File: config.mk
export PLATFORM = sky130hd
export DESIGN_NAME = mto_ctrl
export DESIGN_NICKNAME = d
export VERILOG_FILES = /design/src/shared/mto_pkg.sv /design/src/logic/mto_ctrl.sv
export SDC_FILE = /design/constraint.sdc
export NUM_CORES = 1
export LEC_CHECK = 0
export BUFFER_PORTS_ARGS = -buffer_cell sky130_fd_sc_hd__buf_2
export CORE_MARGIN = 2
export CORE_UTILIZATION = 52
export DETAILED_ROUTE_END_ITERATION = 7
export PLACE_DENSITY = 0.83
export SYNTH_ARGS = -nofsm -noshare
export SYNTH_HDL_FRONTEND = slang
export SYNTH_SLANG_ARGS = --single-unit
File: constraint.sdc
create_clock -name clk -period 2.2 [get_ports clk]
set_input_delay 0.33 -clock clk [delete_from_list [all_inputs] [get_ports clk]]
set_output_delay 0.33 -clock clk [all_outputs]
set_load 0.01 [all_outputs]
File: src/shared/mto_pkg.sv
// Package of constants and types for the timer mode and output control block
package mto_pkg;
  // Register offsets (printed offsets are not multiples of four: index, byte = 4*index)
  localparam logic [7:0]  IDX_TIMER_MODE      = 8'hF9;
  localparam logic [7:0]  IDX_EXT_INPUT_CTRL  = 8'hFA;
  localparam logic [7:0]  IDX_PRESCALER       = 8'hFB;
  localparam logic [7:0]  IDX_OUTPUT_A_CTRL   = 8'hFC;
  localparam logic [7:0]  IDX_OUTPUT_B_CTRL   = 8'hFD;
  localparam logic [7:0]  IDX_EVENT_FLAGS     = 8'hFE;
  localparam logic [7:0]  IDX_IRQ_CTRL        = 8'hFF;
  localparam logic [7:0]  IDX_STATUS          = 8'hF8;
  localparam int          ADDR_W              = 12;
  // Reset values
  localparam logic [7:0]  RST_BYTE            = 8'h00;
  // Timer mode bit positions
  localparam int          TM_OUT_B_EN         = 7;
  localparam int          TM_OUT_A_EN         = 6;
  localparam int          TM_DUAL             = 5;
  localparam int          TM_REG1             = 4;
  localparam int          TM_REG0             = 3;
  localparam int          TM_CLKSRC           = 2;
  localparam int          TM_RETRIG_DIS       = 1;
  localparam int          TM_ONE_SHOT         = 0;
  // Output control field positions
  localparam int          OC_CMP0_LSB         = 6;
  localparam int          OC_CMP1_LSB         = 4;
  localparam int          OC_WRAP_LSB         = 2;
  localparam int          OC_EVT              = 1;
  localparam int          OC_PRESET           = 0;
  // Flag and irq control bit positions
  localparam int          FL_CAP0             = 7;
  localparam int          FL_CAP1             = 6;
  localparam int          FL_COMBINE          = 0;
  localparam int          IC_GLOBAL_EN        = 7;
  localparam int          IC_CAP0_MASK        = 5;
  // Pin actions
  localparam logic [1:0]  ACT_SET             = 2'h0;
  localparam logic [1:0]  ACT_TOGGLE          = 2'h1;
  localparam logic [1:0]  ACT_RESET           = 2'h2;
  localparam logic [1:0]  ACT_NOP             = 2'h3;
  // Edge selection
  localparam logic [1:0]  EDGE_NONE           = 2'h0;
  localparam logic [1:0]  EDGE_FALL           = 2'h1;
  localparam logic [1:0]  EDGE_RISE           = 2'h2;
  localparam logic [1:0]  EDGE_BOTH           = 2'h3;

  // Operating modes
  typedef enum logic [2:0] {
    MTO_LOAD_MONITOR, MTO_LOAD_CAPTURE, MTO_CAPTURE_MONITOR,
    MTO_CAPTURE_CAPTURE, MTO_DOUBLE_LOAD, MTO_DOUBLE_CAPTURE
  } mto_mode_e;

  // Input pin roles
  typedef enum logic [3:0] {
    MTO_ROLE_UNUSED, MTO_ROLE_GATE, MTO_ROLE_TRIGGER, MTO_ROLE_EXT_CLOCK,
    MTO_ROLE_CLOCK_UP, MTO_ROLE_CLOCK_DOWN, MTO_ROLE_UP_DOWN,
    MTO_ROLE_TRIG_UP, MTO_ROLE_TRIG_DOWN, MTO_ROLE_AUTODISCR
  } mto_role_e;
endpackage

File: src/logic/mto_ctrl.sv
// Timer mode, input role, prescaler and output pin control with APB registers
//
// Register access over APB was chosen for this implementation.
`timescale 1ns/10ps
module mto_ctrl #(
  parameter bit PARALLEL_CAPABLE = 1'b1        // Instance may enter parallel mode
) (
  input  wire logic        clk,                // System clock, 10 MHz
  input  wire logic        sys_rst,            // Synchronous reset, active high
  input  wire logic        psel,               // APB select
  input  wire logic        penable,            // APB enable
  input  wire logic        pwrite,             // APB direction
  input  wire logic [11:0] paddr,              // APB byte address
  input  wire logic [31:0] pwdata,             // APB write data
  output logic      [31:0] prdata,             // APB read data
  output logic             pready,             // APB ready
  output logic             pslverr,            // APB error
  input  wire logic        timer_input_a,      // External input A pin
  input  wire logic        timer_input_b,      // External input B pin
  input  wire logic        compare0_match,     // Core compare0 event pulse
  input  wire logic        compare1_match,     // Core compare1 event pulse
  input  wire logic        counter_wrap,       // Core overflow/underflow pulse
  input  wire logic        capture0_event,     // Core capture into reg0
  input  wire logic        capture1_event,     // Core capture into reg1
  input  wire logic        counter_reload,     // Core reload by software or request
  input  wire logic        prescaler_tick_en,  // Core enables prescaler counting
  output logic             timer_output_a,     // Output A pin
  output logic             timer_output_b,     // Output B pin
  output logic             on_chip_event,      // On-chip event pulse
  output logic             prescaler_tick,     // Prescaler underflow pulse
  output logic             sw_capture0,        // Software load/capture on reg0
  output logic             sw_capture1,        // Software capture on reg1
  output logic             capture_irq,        // Qualified capture interrupt
  output logic      [2:0]  operating_mode,     // Decoded mode, mto_mode_e
  output logic      [3:0]  input_a_role,       // Role of input A, mto_role_e
  output logic      [3:0]  input_b_role,       // Role of input B, mto_role_e
  output logic             input_a_event,      // Selected edge seen on input A
  output logic             input_b_event,      // Selected edge seen on input B
  output logic             parallel_mode,      // Parallel mode active
  output logic             retrigger_en,       // Retriggering allowed
  output logic             one_shot            // One-shot counting
);

  // Apply a two-bit action to a pin level
  function automatic logic apply_act(input logic [1:0] act, input logic lvl);
    unique case (act)
      mto_pkg::ACT_SET:    apply_act = 1'b1;
      mto_pkg::ACT_TOGGLE: apply_act = ~lvl;
      mto_pkg::ACT_RESET:  apply_act = 1'b0;
      mto_pkg::ACT_NOP:    apply_act = lvl;
    endcase
  endfunction

  // AND of action codes of the events present this cycle
  function automatic logic [1:0] merge_act(input logic [7:0] ctl, input logic c0,
                                           input logic c1, input logic wr);
    logic [1:0] a;
    a = mto_pkg::ACT_NOP;
    if (c0) begin
      a = a & ctl[mto_pkg::OC_CMP0_LSB +: 2];
    end
    if (c1) begin
      a = a & ctl[mto_pkg::OC_CMP1_LSB +: 2];
    end
    if (wr) begin
      a = a & ctl[mto_pkg::OC_WRAP_LSB +: 2];
    end
    merge_act = a;
  endfunction

  // Edge detection by selection code
  function automatic logic edge_hit(input logic [1:0] sel, input logic prev, input logic cur);
    unique case (sel)
      mto_pkg::EDGE_NONE: edge_hit = 1'b0;
      mto_pkg::EDGE_FALL: edge_hit = prev & ~cur;
      mto_pkg::EDGE_RISE: edge_hit = ~prev & cur;
      mto_pkg::EDGE_BOTH: edge_hit = prev ^ cur;
    endcase
  endfunction

  logic [7:0] mode_r, icr_r, presc_r, oca_r, ocb_r, irq_r;
  logic       cap0_flag_r, cap1_flag_r, combine_r;
  logic       out_a_r, out_b_r, out_a_nxt, out_b_nxt;
  logic [7:0] pcount_r, pcount_nxt;
  logic       evt_r;
  logic [1:0] ina_sync_r, inb_sync_r;
  logic       ina_prev_r, inb_prev_r;
  logic [31:0] rdata_r;

  // APB decode
  wire        acc      = psel & penable;
  wire        wr_acc   = acc & pwrite;
  wire [9:0]  idx      = paddr[11:2];
  wire        aligned  = (paddr[1:0] == 2'h0);
  wire        hit_mode = aligned && idx == {2'h0, mto_pkg::IDX_TIMER_MODE};
  wire        hit_icr  = aligned && idx == {2'h0, mto_pkg::IDX_EXT_INPUT_CTRL};
  wire        hit_prs  = aligned && idx == {2'h0, mto_pkg::IDX_PRESCALER};
  wire        hit_oca  = aligned && idx == {2'h0, mto_pkg::IDX_OUTPUT_A_CTRL};
  wire        hit_ocb  = aligned && idx == {2'h0, mto_pkg::IDX_OUTPUT_B_CTRL};
  wire        hit_flg  = aligned && idx == {2'h0, mto_pkg::IDX_EVENT_FLAGS};
  wire        hit_irq  = aligned && idx == {2'h0, mto_pkg::IDX_IRQ_CTRL};
  wire        hit_sts  = aligned && idx == {2'h0, mto_pkg::IDX_STATUS};
  wire        hit_any  = hit_mode | hit_icr | hit_prs | hit_oca | hit_ocb
                       | hit_flg | hit_irq | hit_sts;
  wire [7:0]  wb       = pwdata[7:0];
  wire        wr_flg   = wr_acc & hit_flg;

  assign pready  = 1'b1;
  assign pslverr = acc & ~hit_any;

  // Mode decode
  wire        dual = mode_r[mto_pkg::TM_DUAL];
  wire        rm1  = mode_r[mto_pkg::TM_REG1];
  wire        rm0  = mode_r[mto_pkg::TM_REG0];
  mto_pkg::mto_mode_e mode_dec;
  assign mode_dec = dual ? (rm0 ? mto_pkg::MTO_DOUBLE_CAPTURE : mto_pkg::MTO_DOUBLE_LOAD)
                  : ({rm1, rm0} == 2'b00) ? mto_pkg::MTO_LOAD_MONITOR
                  : ({rm1, rm0} == 2'b10) ? mto_pkg::MTO_LOAD_CAPTURE
                  : ({rm1, rm0} == 2'b01) ? mto_pkg::MTO_CAPTURE_MONITOR
                  : mto_pkg::MTO_CAPTURE_CAPTURE;
  assign operating_mode = mode_dec;
  assign parallel_mode = mode_r[mto_pkg::TM_CLKSRC] & PARALLEL_CAPABLE;
  assign retrigger_en  = ~mode_r[mto_pkg::TM_RETRIG_DIS];
  assign one_shot      = mode_r[mto_pkg::TM_ONE_SHOT];

  // Input roles; in parallel mode the roles do not source the prescaler
  mto_pkg::mto_role_e role_a, role_b;
  always_comb begin
    role_a = mto_pkg::MTO_ROLE_UNUSED;
    role_b = mto_pkg::MTO_ROLE_UNUSED;
    unique case (icr_r[7:4])
      4'h0: begin end
      4'h1: role_b = mto_pkg::MTO_ROLE_TRIGGER;
      4'h2: role_a = mto_pkg::MTO_ROLE_GATE;
      4'h3: begin role_a = mto_pkg::MTO_ROLE_GATE; role_b = mto_pkg::MTO_ROLE_TRIGGER; end
      4'h4: role_b = mto_pkg::MTO_ROLE_EXT_CLOCK;
      4'h5: role_a = mto_pkg::MTO_ROLE_TRIGGER;
      4'h6: begin role_a = mto_pkg::MTO_ROLE_GATE; role_b = mto_pkg::MTO_ROLE_EXT_CLOCK; end
      4'h7: begin role_a = mto_pkg::MTO_ROLE_TRIGGER; role_b = mto_pkg::MTO_ROLE_TRIGGER; end
      4'h8: begin role_a = mto_pkg::MTO_ROLE_CLOCK_UP; role_b = mto_pkg::MTO_ROLE_CLOCK_DOWN; end
      4'h9: begin role_a = mto_pkg::MTO_ROLE_UP_DOWN; role_b = mto_pkg::MTO_ROLE_EXT_CLOCK; end
      4'hA: begin role_a = mto_pkg::MTO_ROLE_TRIG_UP; role_b = mto_pkg::MTO_ROLE_TRIG_DOWN; end
      4'hB: role_a = mto_pkg::MTO_ROLE_UP_DOWN;
      4'hC: begin role_a = mto_pkg::MTO_ROLE_AUTODISCR; role_b = mto_pkg::MTO_ROLE_AUTODISCR; end
      4'hD: begin role_a = mto_pkg::MTO_ROLE_TRIGGER; role_b = mto_pkg::MTO_ROLE_EXT_CLOCK; end
      4'hE: begin role_a = mto_pkg::MTO_ROLE_EXT_CLOCK; role_b = mto_pkg::MTO_ROLE_TRIGGER; end
      4'hF: begin role_a = mto_pkg::MTO_ROLE_TRIGGER; role_b = mto_pkg::MTO_ROLE_GATE; end
    endcase
  end
  // roles apply when clock source bit is 0
  assign input_a_role = parallel_mode ? mto_pkg::MTO_ROLE_UNUSED : role_a;
  assign input_b_role = parallel_mode ? mto_pkg::MTO_ROLE_UNUSED : role_b;

  // Pin synchronisers and edge detect on the second stage only
  always_ff @(posedge clk) begin
    if (sys_rst) begin
      ina_sync_r <= 2'h0;
      inb_sync_r <= 2'h0;
      ina_prev_r <= 1'b0;
      inb_prev_r <= 1'b0;
    end else begin
      ina_sync_r <= {ina_sync_r[0], timer_input_a};
      inb_sync_r <= {inb_sync_r[0], timer_input_b};
      ina_prev_r <= ina_sync_r[1];
      inb_prev_r <= inb_sync_r[1];
    end
  end
  assign input_a_event = edge_hit(icr_r[3:2], ina_prev_r, ina_sync_r[1]);
  assign input_b_event = edge_hit(icr_r[1:0], inb_prev_r, inb_sync_r[1]);

  // Prescaler: counts down, reloads preset on underflow or counter reload
  wire underflow = prescaler_tick_en && pcount_r == 8'h00;
  // preset taken only on underflow or reload
  assign pcount_nxt = (underflow | counter_reload) ? presc_r
                    : prescaler_tick_en ? pcount_r - 8'h01 : pcount_r;
  assign prescaler_tick = underflow;

  // Output pin actions
  wire [1:0] act_a = merge_act(oca_r, compare0_match, compare1_match, counter_wrap);
  wire [1:0] act_b = merge_act(ocb_r, compare0_match, compare1_match, counter_wrap);
  wire       any_evt = compare0_match | compare1_match | counter_wrap;
  assign out_a_nxt = (wr_acc & hit_oca) ? wb[mto_pkg::OC_PRESET]
                   : any_evt ? apply_act(act_a, out_a_r) : out_a_r;
  assign out_b_nxt = (wr_acc & hit_ocb) ? wb[mto_pkg::OC_PRESET]
                   : any_evt ? apply_act(act_b, out_b_r) : out_b_r;
  // output B forced high when disabled
  assign timer_output_b = mode_r[mto_pkg::TM_OUT_B_EN] ? out_b_r : 1'b1;
  // output A forced high when disabled
  assign timer_output_a = mode_r[mto_pkg::TM_OUT_A_EN] ? out_a_r : 1'b1;

  // On-chip event pulse
  wire evt_nxt = (oca_r[mto_pkg::OC_EVT] & compare0_match)
               | (ocb_r[mto_pkg::OC_EVT] & counter_wrap);
  assign on_chip_event = evt_r;

  // Software-set capture flags request captures
  wire sw_set0 = wr_flg & wb[mto_pkg::FL_CAP0] & ~cap0_flag_r;
  wire sw_set1 = wr_flg & wb[mto_pkg::FL_CAP1] & ~cap1_flag_r;
  assign sw_capture0 = sw_set0;
  // no software capture on reg1 in double capture
  assign sw_capture1 = sw_set1 & (mode_dec != mto_pkg::MTO_DOUBLE_CAPTURE);
  // Flags: hardware set wins over software clear
  wire cap0_nxt = capture0_event | sw_set0
                | (cap0_flag_r & ~(wr_flg & ~wb[mto_pkg::FL_CAP0]));
  wire cap1_nxt = capture1_event | sw_set1
                | (cap1_flag_r & ~(wr_flg & ~wb[mto_pkg::FL_CAP1]));

  // Interrupt qualification
  wire cap_comb = combine_r ? (cap0_flag_r & cap1_flag_r) : (cap0_flag_r | cap1_flag_r);
  assign capture_irq = irq_r[mto_pkg::IC_GLOBAL_EN] & irq_r[mto_pkg::IC_CAP0_MASK] & cap_comb;

  // Read mux
  wire [7:0] rd_flg = {cap0_flag_r, cap1_flag_r, 5'h00, combine_r};
  wire [7:0] rd_sts = {1'b0, operating_mode, 1'b0,
                       pcount_r == 8'h00, ina_sync_r[1], inb_sync_r[1]};
  wire [7:0] rd_byte = hit_mode ? mode_r
                     : hit_icr  ? icr_r
                     : hit_prs  ? presc_r
                     : hit_oca  ? {oca_r[7:1], timer_output_a}
                     : hit_ocb  ? {ocb_r[7:1], timer_output_b}
                     : hit_flg  ? rd_flg
                     : hit_irq  ? irq_r
                     : hit_sts  ? rd_sts : 8'h00;
  assign prdata = rdata_r;

  // Read data register
  always_ff @(posedge clk) begin
    if (sys_rst) begin
      rdata_r <= 32'h0000_0000;
    end else if (psel & ~penable & ~pwrite) begin
      rdata_r <= {24'h00_0000, rd_byte};
    end
  end

  // Control registers
  always_ff @(posedge clk) begin
    if (sys_rst) begin
      mode_r  <= mto_pkg::RST_BYTE;
      icr_r   <= mto_pkg::RST_BYTE;
      presc_r <= mto_pkg::RST_BYTE;
      oca_r   <= mto_pkg::RST_BYTE;
      ocb_r   <= mto_pkg::RST_BYTE;
      irq_r   <= mto_pkg::RST_BYTE;
      combine_r <= 1'b0;
    end else if (wr_acc) begin
      if (hit_mode) mode_r <= wb;
      if (hit_icr)  icr_r <= wb;
      if (hit_prs)  presc_r <= wb;
      if (hit_oca)  oca_r <= wb;
      if (hit_ocb)  ocb_r <= wb;
      if (hit_irq)  irq_r <= wb;
      if (hit_flg)  combine_r <= wb[mto_pkg::FL_COMBINE];
    end
  end

  // Pin levels, prescaler, flags and event pulse
  always_ff @(posedge clk) begin
    if (sys_rst) begin
      out_a_r     <= 1'b0;
      out_b_r     <= 1'b0;
      pcount_r    <= mto_pkg::RST_BYTE;
      cap0_flag_r <= 1'b0;
      cap1_flag_r <= 1'b0;
      evt_r       <= 1'b0;
    end else begin
      out_a_r     <= out_a_nxt;
      out_b_r     <= out_b_nxt;
      pcount_r    <= pcount_nxt;
      cap0_flag_r <= cap0_nxt;
      cap1_flag_r <= cap1_nxt;
      evt_r       <= evt_nxt;
    end
  end

endmodule // mto_ctrl

### Word-level counts from Yosys, hierarchy flattened

Index checks and enable logic that the tools add are counted.

* register bits: 76
* input port bits: 58
* output and inout bits: 57
* logic and storage cells: 192

* add/subtract/negate cells: 1
* equal/unequal tests: 40
* multiplexer cells: 36
* bitwise logic cells: 64
* reduce and logical (&&, ||, !) cells: 33

Operators with widths (count)
* equality test 10 x 8 -> 1 bit (second input constant): 8
* two-way mux 8 bit: 9
* equality test 4 bit (second input constant): 8
* one-hot mux 4 bit (7 select lines): 1
* AND 1 bit: 26
* one-hot mux 4 bit (6 select lines): 1
* equality test 2 bit (second input constant): 9
* AND reduction 2 bit: 9
* equality test 4 x 3 -> 1 bit (second input constant): 4
* two-way mux 2 bit: 8
* NOT 1 bit: 16
* bitwise OR 1 bit: 16
* zero test 2 bit: 6
* OR reduction 4 bit: 3
* equality test 2 x 1 -> 1 bit (second input constant): 5
* logical AND 1 bit: 9
* two-way mux 1 bit: 9
* AND 2 bit: 4
* equality test 4 x 2 -> 1 bit (second input constant): 2
* zero test 8 bit: 1
* two-way mux 4 bit: 2
* one-hot mux 1 bit (4 select lines): 2
* subtractor 8 x 1 -> 8 bit (second input constant): 1
* two-way mux 7 bit: 1
* other kinds (9): 14

### Longest topological paths before layout

Gate-level depths: netlist of the first run.

* depth after elaboration: 13
* depth in mapped cells: 7
* depth with buffers taken out: 6

### Worst setup path before layout of the first run

Ideal clock, no wire load.

* path kind: in2out
* start: input port paddr[10]
* end: output port sw_capture1
* data arrival time: 1.763 ns
* required time: 1.870 ns
* slack: 0.107 ns
* stages: 5
* buffers on the path: 1
* cells stage by stage: nand4b_1 > nor3_1 > clkbuf_1 > nand3_1 > nor4bb_1

* word-level cells in the longest chain between the ends: 6

Ends and longest elaborated chain
* start, declared: line mto_ctrl.sv:13 `input wire logic [11:0] paddr,`
* equality test 10 x 8 -> 1 bit: line mto_ctrl.sv:100 `wire hit_flg = aligned && idx == {2'h0, mto_pkg::IDX_EVENT_FLAGS};`
* logical AND 1 bit: line mto_ctrl.sv:100
* AND 1 bit: line mto_ctrl.sv:106 `wire wr_flg = wr_acc & hit_flg;`
* AND 1 bit (2 in series): line mto_ctrl.sv:198 `wire sw_set1 = wr_flg & wb[mto_pkg::FL_CAP1] & ~cap1_flag_r;`
* AND 1 bit: line mto_ctrl.sv:201 `assign sw_capture1 = sw_set1 & (mode_dec != mto_pkg::MTO_DOUBLE_CAPTURE);`
* end, declared: line mto_ctrl.sv:32 `output logic sw_capture1,`

No other way between the ends.

### Worst setup path in the final report of the first run

* start: register pcount_r[2]
* end: output port prescaler_tick

* word-level cells in the longest chain between the ends: 2

Ends and longest elaborated chain
* start, declared: line mto_ctrl.sv:84 `logic [7:0] pcount_r, pcount_nxt;`
* start signal, assigned: line mto_ctrl.sv:261 `pcount_r <= mto_pkg::RST_BYTE;`
* start signal, assigned: line mto_ctrl.sv:268 `pcount_r <= pcount_nxt;`
* zero test 8 bit: line mto_ctrl.sv:172 `wire underflow = prescaler_tick_en && pcount_r == 8'h00;`
* logical AND 1 bit: line mto_ctrl.sv:172
* end, declared: line mto_ctrl.sv:30 `output logic prescaler_tick,`

No other way between the ends.

==> results of run 1 <==
[where the power goes]
| part | internal [mW] | switching, mW |
|---|---|---|
| clock | 0.546 | 0.501 |
| sequential | 1.37 | 0.0233 |
| combinational | 0.114 | 0.199 |
| total | 2.03 | 0.723 |
[placed cells by master (no fill, tap or decap), drive strengths merged, types with 2 or more instances in the layout]
cell type   n
a21oi      27
nor2       76
xnor2       7
nand4       2
nand3      29
o21ai      15
or3         2
nor2b      10
a311oi      5
buf        80
nand2b     18
a21boi      2
o211ai      3
a31oi       6
nor4        4
nand2      38
mux2i      44
nor3       13
nor3b       3
clkbuf     12
and2        3
inv        13
clkinv      2
conb       25
ha          6
a211oi     11
a222oi      2
dfxtp      74
o311a       2
nor4bb      2
and3        4
[how the worst max path moves through the flow]
stage / startpoint / end / slack, ns / cells after the start
floorplan: paddr[10] / sw_capture1 / 0.11 / 5
global placement: pcount_r[0]$_SDFFE_PP0P_ / pcount_r[1]$_SDFFE_PP0P_ / 0.15 / 6
detailed placement: pcount_r[0]$_SDFFE_PP0P_ / pcount_r[3]$_SDFFE_PP0P_ / 0.03 / 6
CTS: pcount_r[2]$_SDFFE_PP0P_ / prescaler_tick / 0.06 / 4
global route: pcount_r[2]$_SDFFE_PP0P_ / prescaler_tick / 0.04 / 4
finish: pcount_r[2]$_SDFFE_PP0P_ / prescaler_tick / 0.08 / 4
[per-stage QoR]
step | area (um^2) | hold slack, ns
2_1_floorplan | 4110 | 0.414
3_3_place_gp | 4400 | 0.417
3_5_place_dp | 4400 | 0.433
4_1_cts | 4600 | 0.174
5_1_grt | 4600 | 0.197
6_report | 4600 | 0.179
[worst reg2reg max path: stages (launching register included)]
cell and delay, ns:
dfxtp_1 0.36, inv_1 0.08, ha_1 0.20, nor2b_1 0.16, a31oi_2 0.63, nor2_1 0.10
a211oi_1 0.28
[cell type report]
type | instances | area [um^2]
multi-input cells | 380 | 2290
inverters | 13 | 48.8
clock buffers | 12 | 145
clock inverters | 3 | 40.0
repair buffers | 80 | 463
flip-flops and latches | 74 | 1480
well taps | 102 | 128
fillers | 684 | 3010
[flip-flops by register name, summed over array words and instances (netlist names), 2 cells and up]
name        flops
mode_r          8
inb_sync_r      2
prdata          8
irq_r           8
ocb_r           7
ina_sync_r      2
pcount_r        8
presc_r         8
oca_r           7
icr_r           8
[logic make-up (layout without fill, tap and decap cells)]
logic type / after synthesis / in the layout / synth area share (%)
adders and majority gates: 7 / 7 / 2.12
DFF: 74 / 74 / 36.9
other: 2 / 25 / 0.187
and+or+nand+nor: 210 / 210 / 25.4
xor gates and xnor gates: 8 / 8 / 1.74
AOI/OAI and AO/OA: 85 / 85 / 13.9
buffers and inverters: 65 / 108 / 8.62
muxes: 45 / 45 / 11.2
[repair_timing]
| item | 4_1_cts | 5_1_grt |
|---|---|---|
| resized for setup | 1 | 1 |
| cloned | 0 | 0 |
| endpoints found under the hold margin | 0 | 0 |
| endpoints found under the setup margin | 1 | 1 |
[routing by layer]
layer	up-vias	wire length, um	share of wire (%)
met2	203	5110	46
met1	1786	4720	42
li1	1812	-	-
met3	37	998	9.0
met5	-	0	0
met4	0	279	2.5
==> impl_metrics.ini, run 1 <==
[sta]
worst_pin_slew_ns = 0.735
relSlewSlack_pct = 50.8
fin_tns_setup_ns = 0
rsz0062_at_grt = no
setup_ws_ns = 0.0796
clock-skew-final_ns = 0.00660
drv_slew = 0
timing.final.crit_share_pct = 96.4
fmax_mhz = 472
setup_viol = 0
hold_viol = 0
post-route-min-period_ns = 2.12

[clock_network]
htreeDepth = 3
ctsHoldBuffers = 0
cts_setup_buffers = 0
cts_tree = built
root_buffer = clkbuf_8
cts_num_sinks = 74
cts_buffer_depth = 2
worst_skew_pair.late_latency_ns = 0.36
path_clk_slew_ns = 0.08
numCtsBuffers = 9

[drt]
drt_iter0_drc = 383
drc = 0
wl_um = 11100
viasPerCell = 5.78
ant_nets = 0
dr.pass1.iters = 8
vias = 3838
route.detailed.wl_per_inst_um = 16.7

[pwr]
max-vdd-ir-drop_mv = 0.250
p_per_area_nw_per_um2 = 598
power.leakage_nw = 1.97
power_mw = 2.75

[hold_path]
whs_endpoint = inb_sync_r[0]$_SDFF_PP0_
min_from = timer_input_b
whs_path_depth = 2
hp-class = in -> reg

[finish]
antenna_cells = 0
nNetsFinal = 622
postLayoutCoreUtil_pct = 60.4
stdcell_count = 664
area_growth_pct = 14.4
drive_gt1_share_pct = 17.8

[placed_design]
dp_slack_ns = 0.0287
dp_hpwl_um = 8100
gp_congestion = 0.913
port_buffers = 65
placed_cells_incl_taps = 649

[setup_path]
crit_type = reg -> out
crit_buf_inv = 1
crit_arrival_ns = 1.79
critPathMaxStageDelay_ns = 0.60
critPathTopFamily = simple AND/OR/NAND/NOR gates
start_kind = flip-flop
worst-path-max-fanout = 5
path_cells = or4_1 -> nor2_2 -> and3_1 -> buf_2
cp.required_ns = 1.87
r2r_setup_slack_ns = 0.29
cpMaxStageDelayCell = or4_1
timing.rr.start = pcount_r[0]$_SDFFE_PP0P_
rr_worst_depth = 6
cp-end-kind = output pin
r2r_end = pcount_r[3]$_SDFFE_PP0P_

[floorplanning]
start_util_pct = 52.8
core-area_um2 = 7610
die_h_um = 91.9
rows = 32
ioPinCount = 115
die_w_um = 91.9
die_area_um2 = 8450

[synthesis]
synth-seq-cells = 74
syn_avg_cell_area_um2 = 8.11
yosysUniqueCellTypes = 54
synth_area_leader_cell = dfxtp_1
yosysSeqAreaShare_pct = 36.9
synth_top_area_share_pct = 36.9
async_reset_ff_share_pct = 0
synth_edf_count = 0
synth.most_common_cell = nor2_1
yosys_warnings = 0
syn_inst = 496
synth_common_cells = nor2_1 (76), dfxtp_1 (74), mux2i_1 (44)
synth_top_flop_cell = dfxtp_1
synth.area.top_cells = dfxtp_1 (37%), mux2i_1 (11%), nor2_1 (7.1%)
syn-cell-area_um2 = 4020

[global_routing]
antenna_found_initial = 0
grtUsageMet1_pct = 35.4
grt_pass1_vias = 3480
grt-busiest-layer = met2
grt_overflow = 0
grt_pass1_wl_um = 17600
met3_usage_pct = 5.67
grt_use_total_pct = 26.6
grt.met2_usage_pct = 42.2
grt_max_degree = 52

[status]
status = finished, final reports clean

[flow_run]
cap_violations = 0
(Power assumes the default switching activity.)
==> inputs of run 2 (changes only) <==
RECOVER_POWER = 50   (was not set)
SETUP_SLACK_MARGIN = 0.15   (was not set)
==> impl_metrics.ini, run 2 (same netlist as run 1, synthesis figures left out) <==
[hold_path]
hp-class = in -> reg
min_from = timer_input_b
whs_path_depth = 2
whs_endpoint = inb_sync_r[0]$_SDFF_PP0_

[sta]
hold_viol = 0
post-route-min-period_ns = 2.07
whs_ns = 0.182
setup_ws_ns = 0.132
timing.final.crit_share_pct = 94.0
clock-skew-final_ns = 0.00984
rsz0062_at_grt = yes
setup_viol = 0
fin_tns_setup_ns = 0
relSlewSlack_pct = 22.9
worst_pin_slew_ns = 1.16
drv_slew = 0
fmax_mhz = 483

[setup_path]
path_cells = or4_4 -> nor2_4 -> and3_1 -> buf_2
crit_type = reg -> out
cp-end-kind = output pin
cpMaxStageDelayCell = or4_4
timing.rr.start = pcount_r[0]$_SDFFE_PP0P_
rr_worst_depth = 6
worst-path-max-fanout = 5
start_kind = flip-flop
critPathMaxStageDelay_ns = 0.58
r2r_setup_slack_ns = 0.36
cp.required_ns = 1.87
r2r_end = pcount_r[1]$_SDFFE_PP0P_
crit_arrival_ns = 1.74

[flow_run]
cap_violations = 0

[finish]
antenna_cells = 0
multiInputGateArea_um2 = 2310
area_growth_pct = 16.2
layout_commonest_cell = nor2_1
nNetsFinal = 621
postLayoutCoreUtil_pct = 61.4
fill_cells = 660
seq_area_um2 = 1480
layout_common_cells = nor2_1 (75), dfxtp_1 (74), buf_2 (50)
drive_gt1_share_pct = 15.3

[clock_network]
cts_num_sinks = 74
ctsHoldBuffers = 0
cts_buffer_depth = 2
htreeDepth = 3
path_clk_slew_ns = 0.09
worst_skew_pair.late_latency_ns = 0.36
root_buffer = clkbuf_8
cts_tree = built
numCtsBuffers = 9

[placed_design]
port_buffers = 65
dp_hpwl_um = 7840
dp_slack_ns = 0.0960
gp_congestion = 0.956

[global_routing]
grt_use_total_pct = 26.4
antenna_found_initial = 0
grt_pass1_vias = 3437
grt_max_degree = 50
grt_overflow = 0
grt_pass1_wl_um = 17500

[pwr]
max-vdd-ir-drop_mv = 0.357
p_per_area_nw_per_um2 = 684
power.leakage_nw = 1.96

[drt]
wl_um = 11200
drt_iter0_drc = 340
dr.pass1.iters = 6
route.detailed.wl_per_inst_um = 16.9
ant_nets = 0
vias = 3821
drc = 0
viasPerCell = 5.75

[floorplanning]
start_util_pct = 52.8
die_h_um = 91.9
core-area_um2 = 7610
rows = 32
die_area_um2 = 8450
die_w_um = 91.9
ioPinCount = 115

[status]
status = finished, final reports clean
-- run 2: cell type report --
cell class | instances | area share, %
Timing Repair Buffer | 79 | 8.84
Clock buffer | 12 | 3.54
Clock inverter | 4 | 2.57
Inverter | 13 | 1.05
Multi-Input combinational cell | 380 | 49.5
Tap cell | 102 | 2.73
Sequential cell | 74 | 31.7
-- run 2: worst max path at each step --
stage                                         from                       end  slack [ns]
final                     pcount_r[2]$_SDFFE_PP0P_            prescaler_tick        0.13
after global routing                      paddr[2]               sw_capture1        0.09
after CTS                 pcount_r[2]$_SDFFE_PP0P_            prescaler_tick        0.17
after detailed placement  pcount_r[0]$_SDFFE_PP0P_  pcount_r[4]$_SDFFE_PP0P_         0.1
after global placement    pcount_r[0]$_SDFFE_PP0P_  pcount_r[1]$_SDFFE_PP0P_        0.10
after floorplan                          paddr[10]               sw_capture1        0.17
-- run 2: metal layers --
metal	global-route usage (%)	vias to the layer above	share of wire, %
li1	-	1811	-
met1	35.5	1783	43
met2	43.1	198	46
met3	3.94	29	8.4
met4	9.70	0	3.1
met5	0	-	0
-- run 2: power breakdown --
part / total, mW / switching, mW / internal [mW]
Clock: 1.49 / 0.529 / 0.962
Sequential: 1.39 / 0.0242 / 1.37
Combinational: 0.311 / 0.200 / 0.112
Total: 3.19 / 0.753 / 2.44
-- run 2: critical path: cells and delay by family (launching register included) --
kind	cells	cell delay, ns
DFF	1	0.36
and+or+nand+nor	3	0.88
buffers and inverters	1	0.13
-- run 2: what timing repair did --
| action | CTS | global route |
|---|---|---|
| cloned | 0 | 0 |
| setup buffers | 0 | 0 |
| gates resized for setup | 3 | 2 |
| setup endpoints to repair | 9 | 2 |
| pin swaps | 0 | 0 |
| endpoints found under the hold margin | 0 | 0 |
-- run 2: stage by stage --
step | area [um^2] | cells | total power, mW
after floorplan | 4110 | 519 | 1.64
after global placement | 4400 | 648 | 1.71
after detailed placement | 4400 | 648 | 1.71
after CTS | 4700 | 664 | 3.19
after global routing | 4670 | 664 | 3.28
final | 4670 | 664 | 3.19
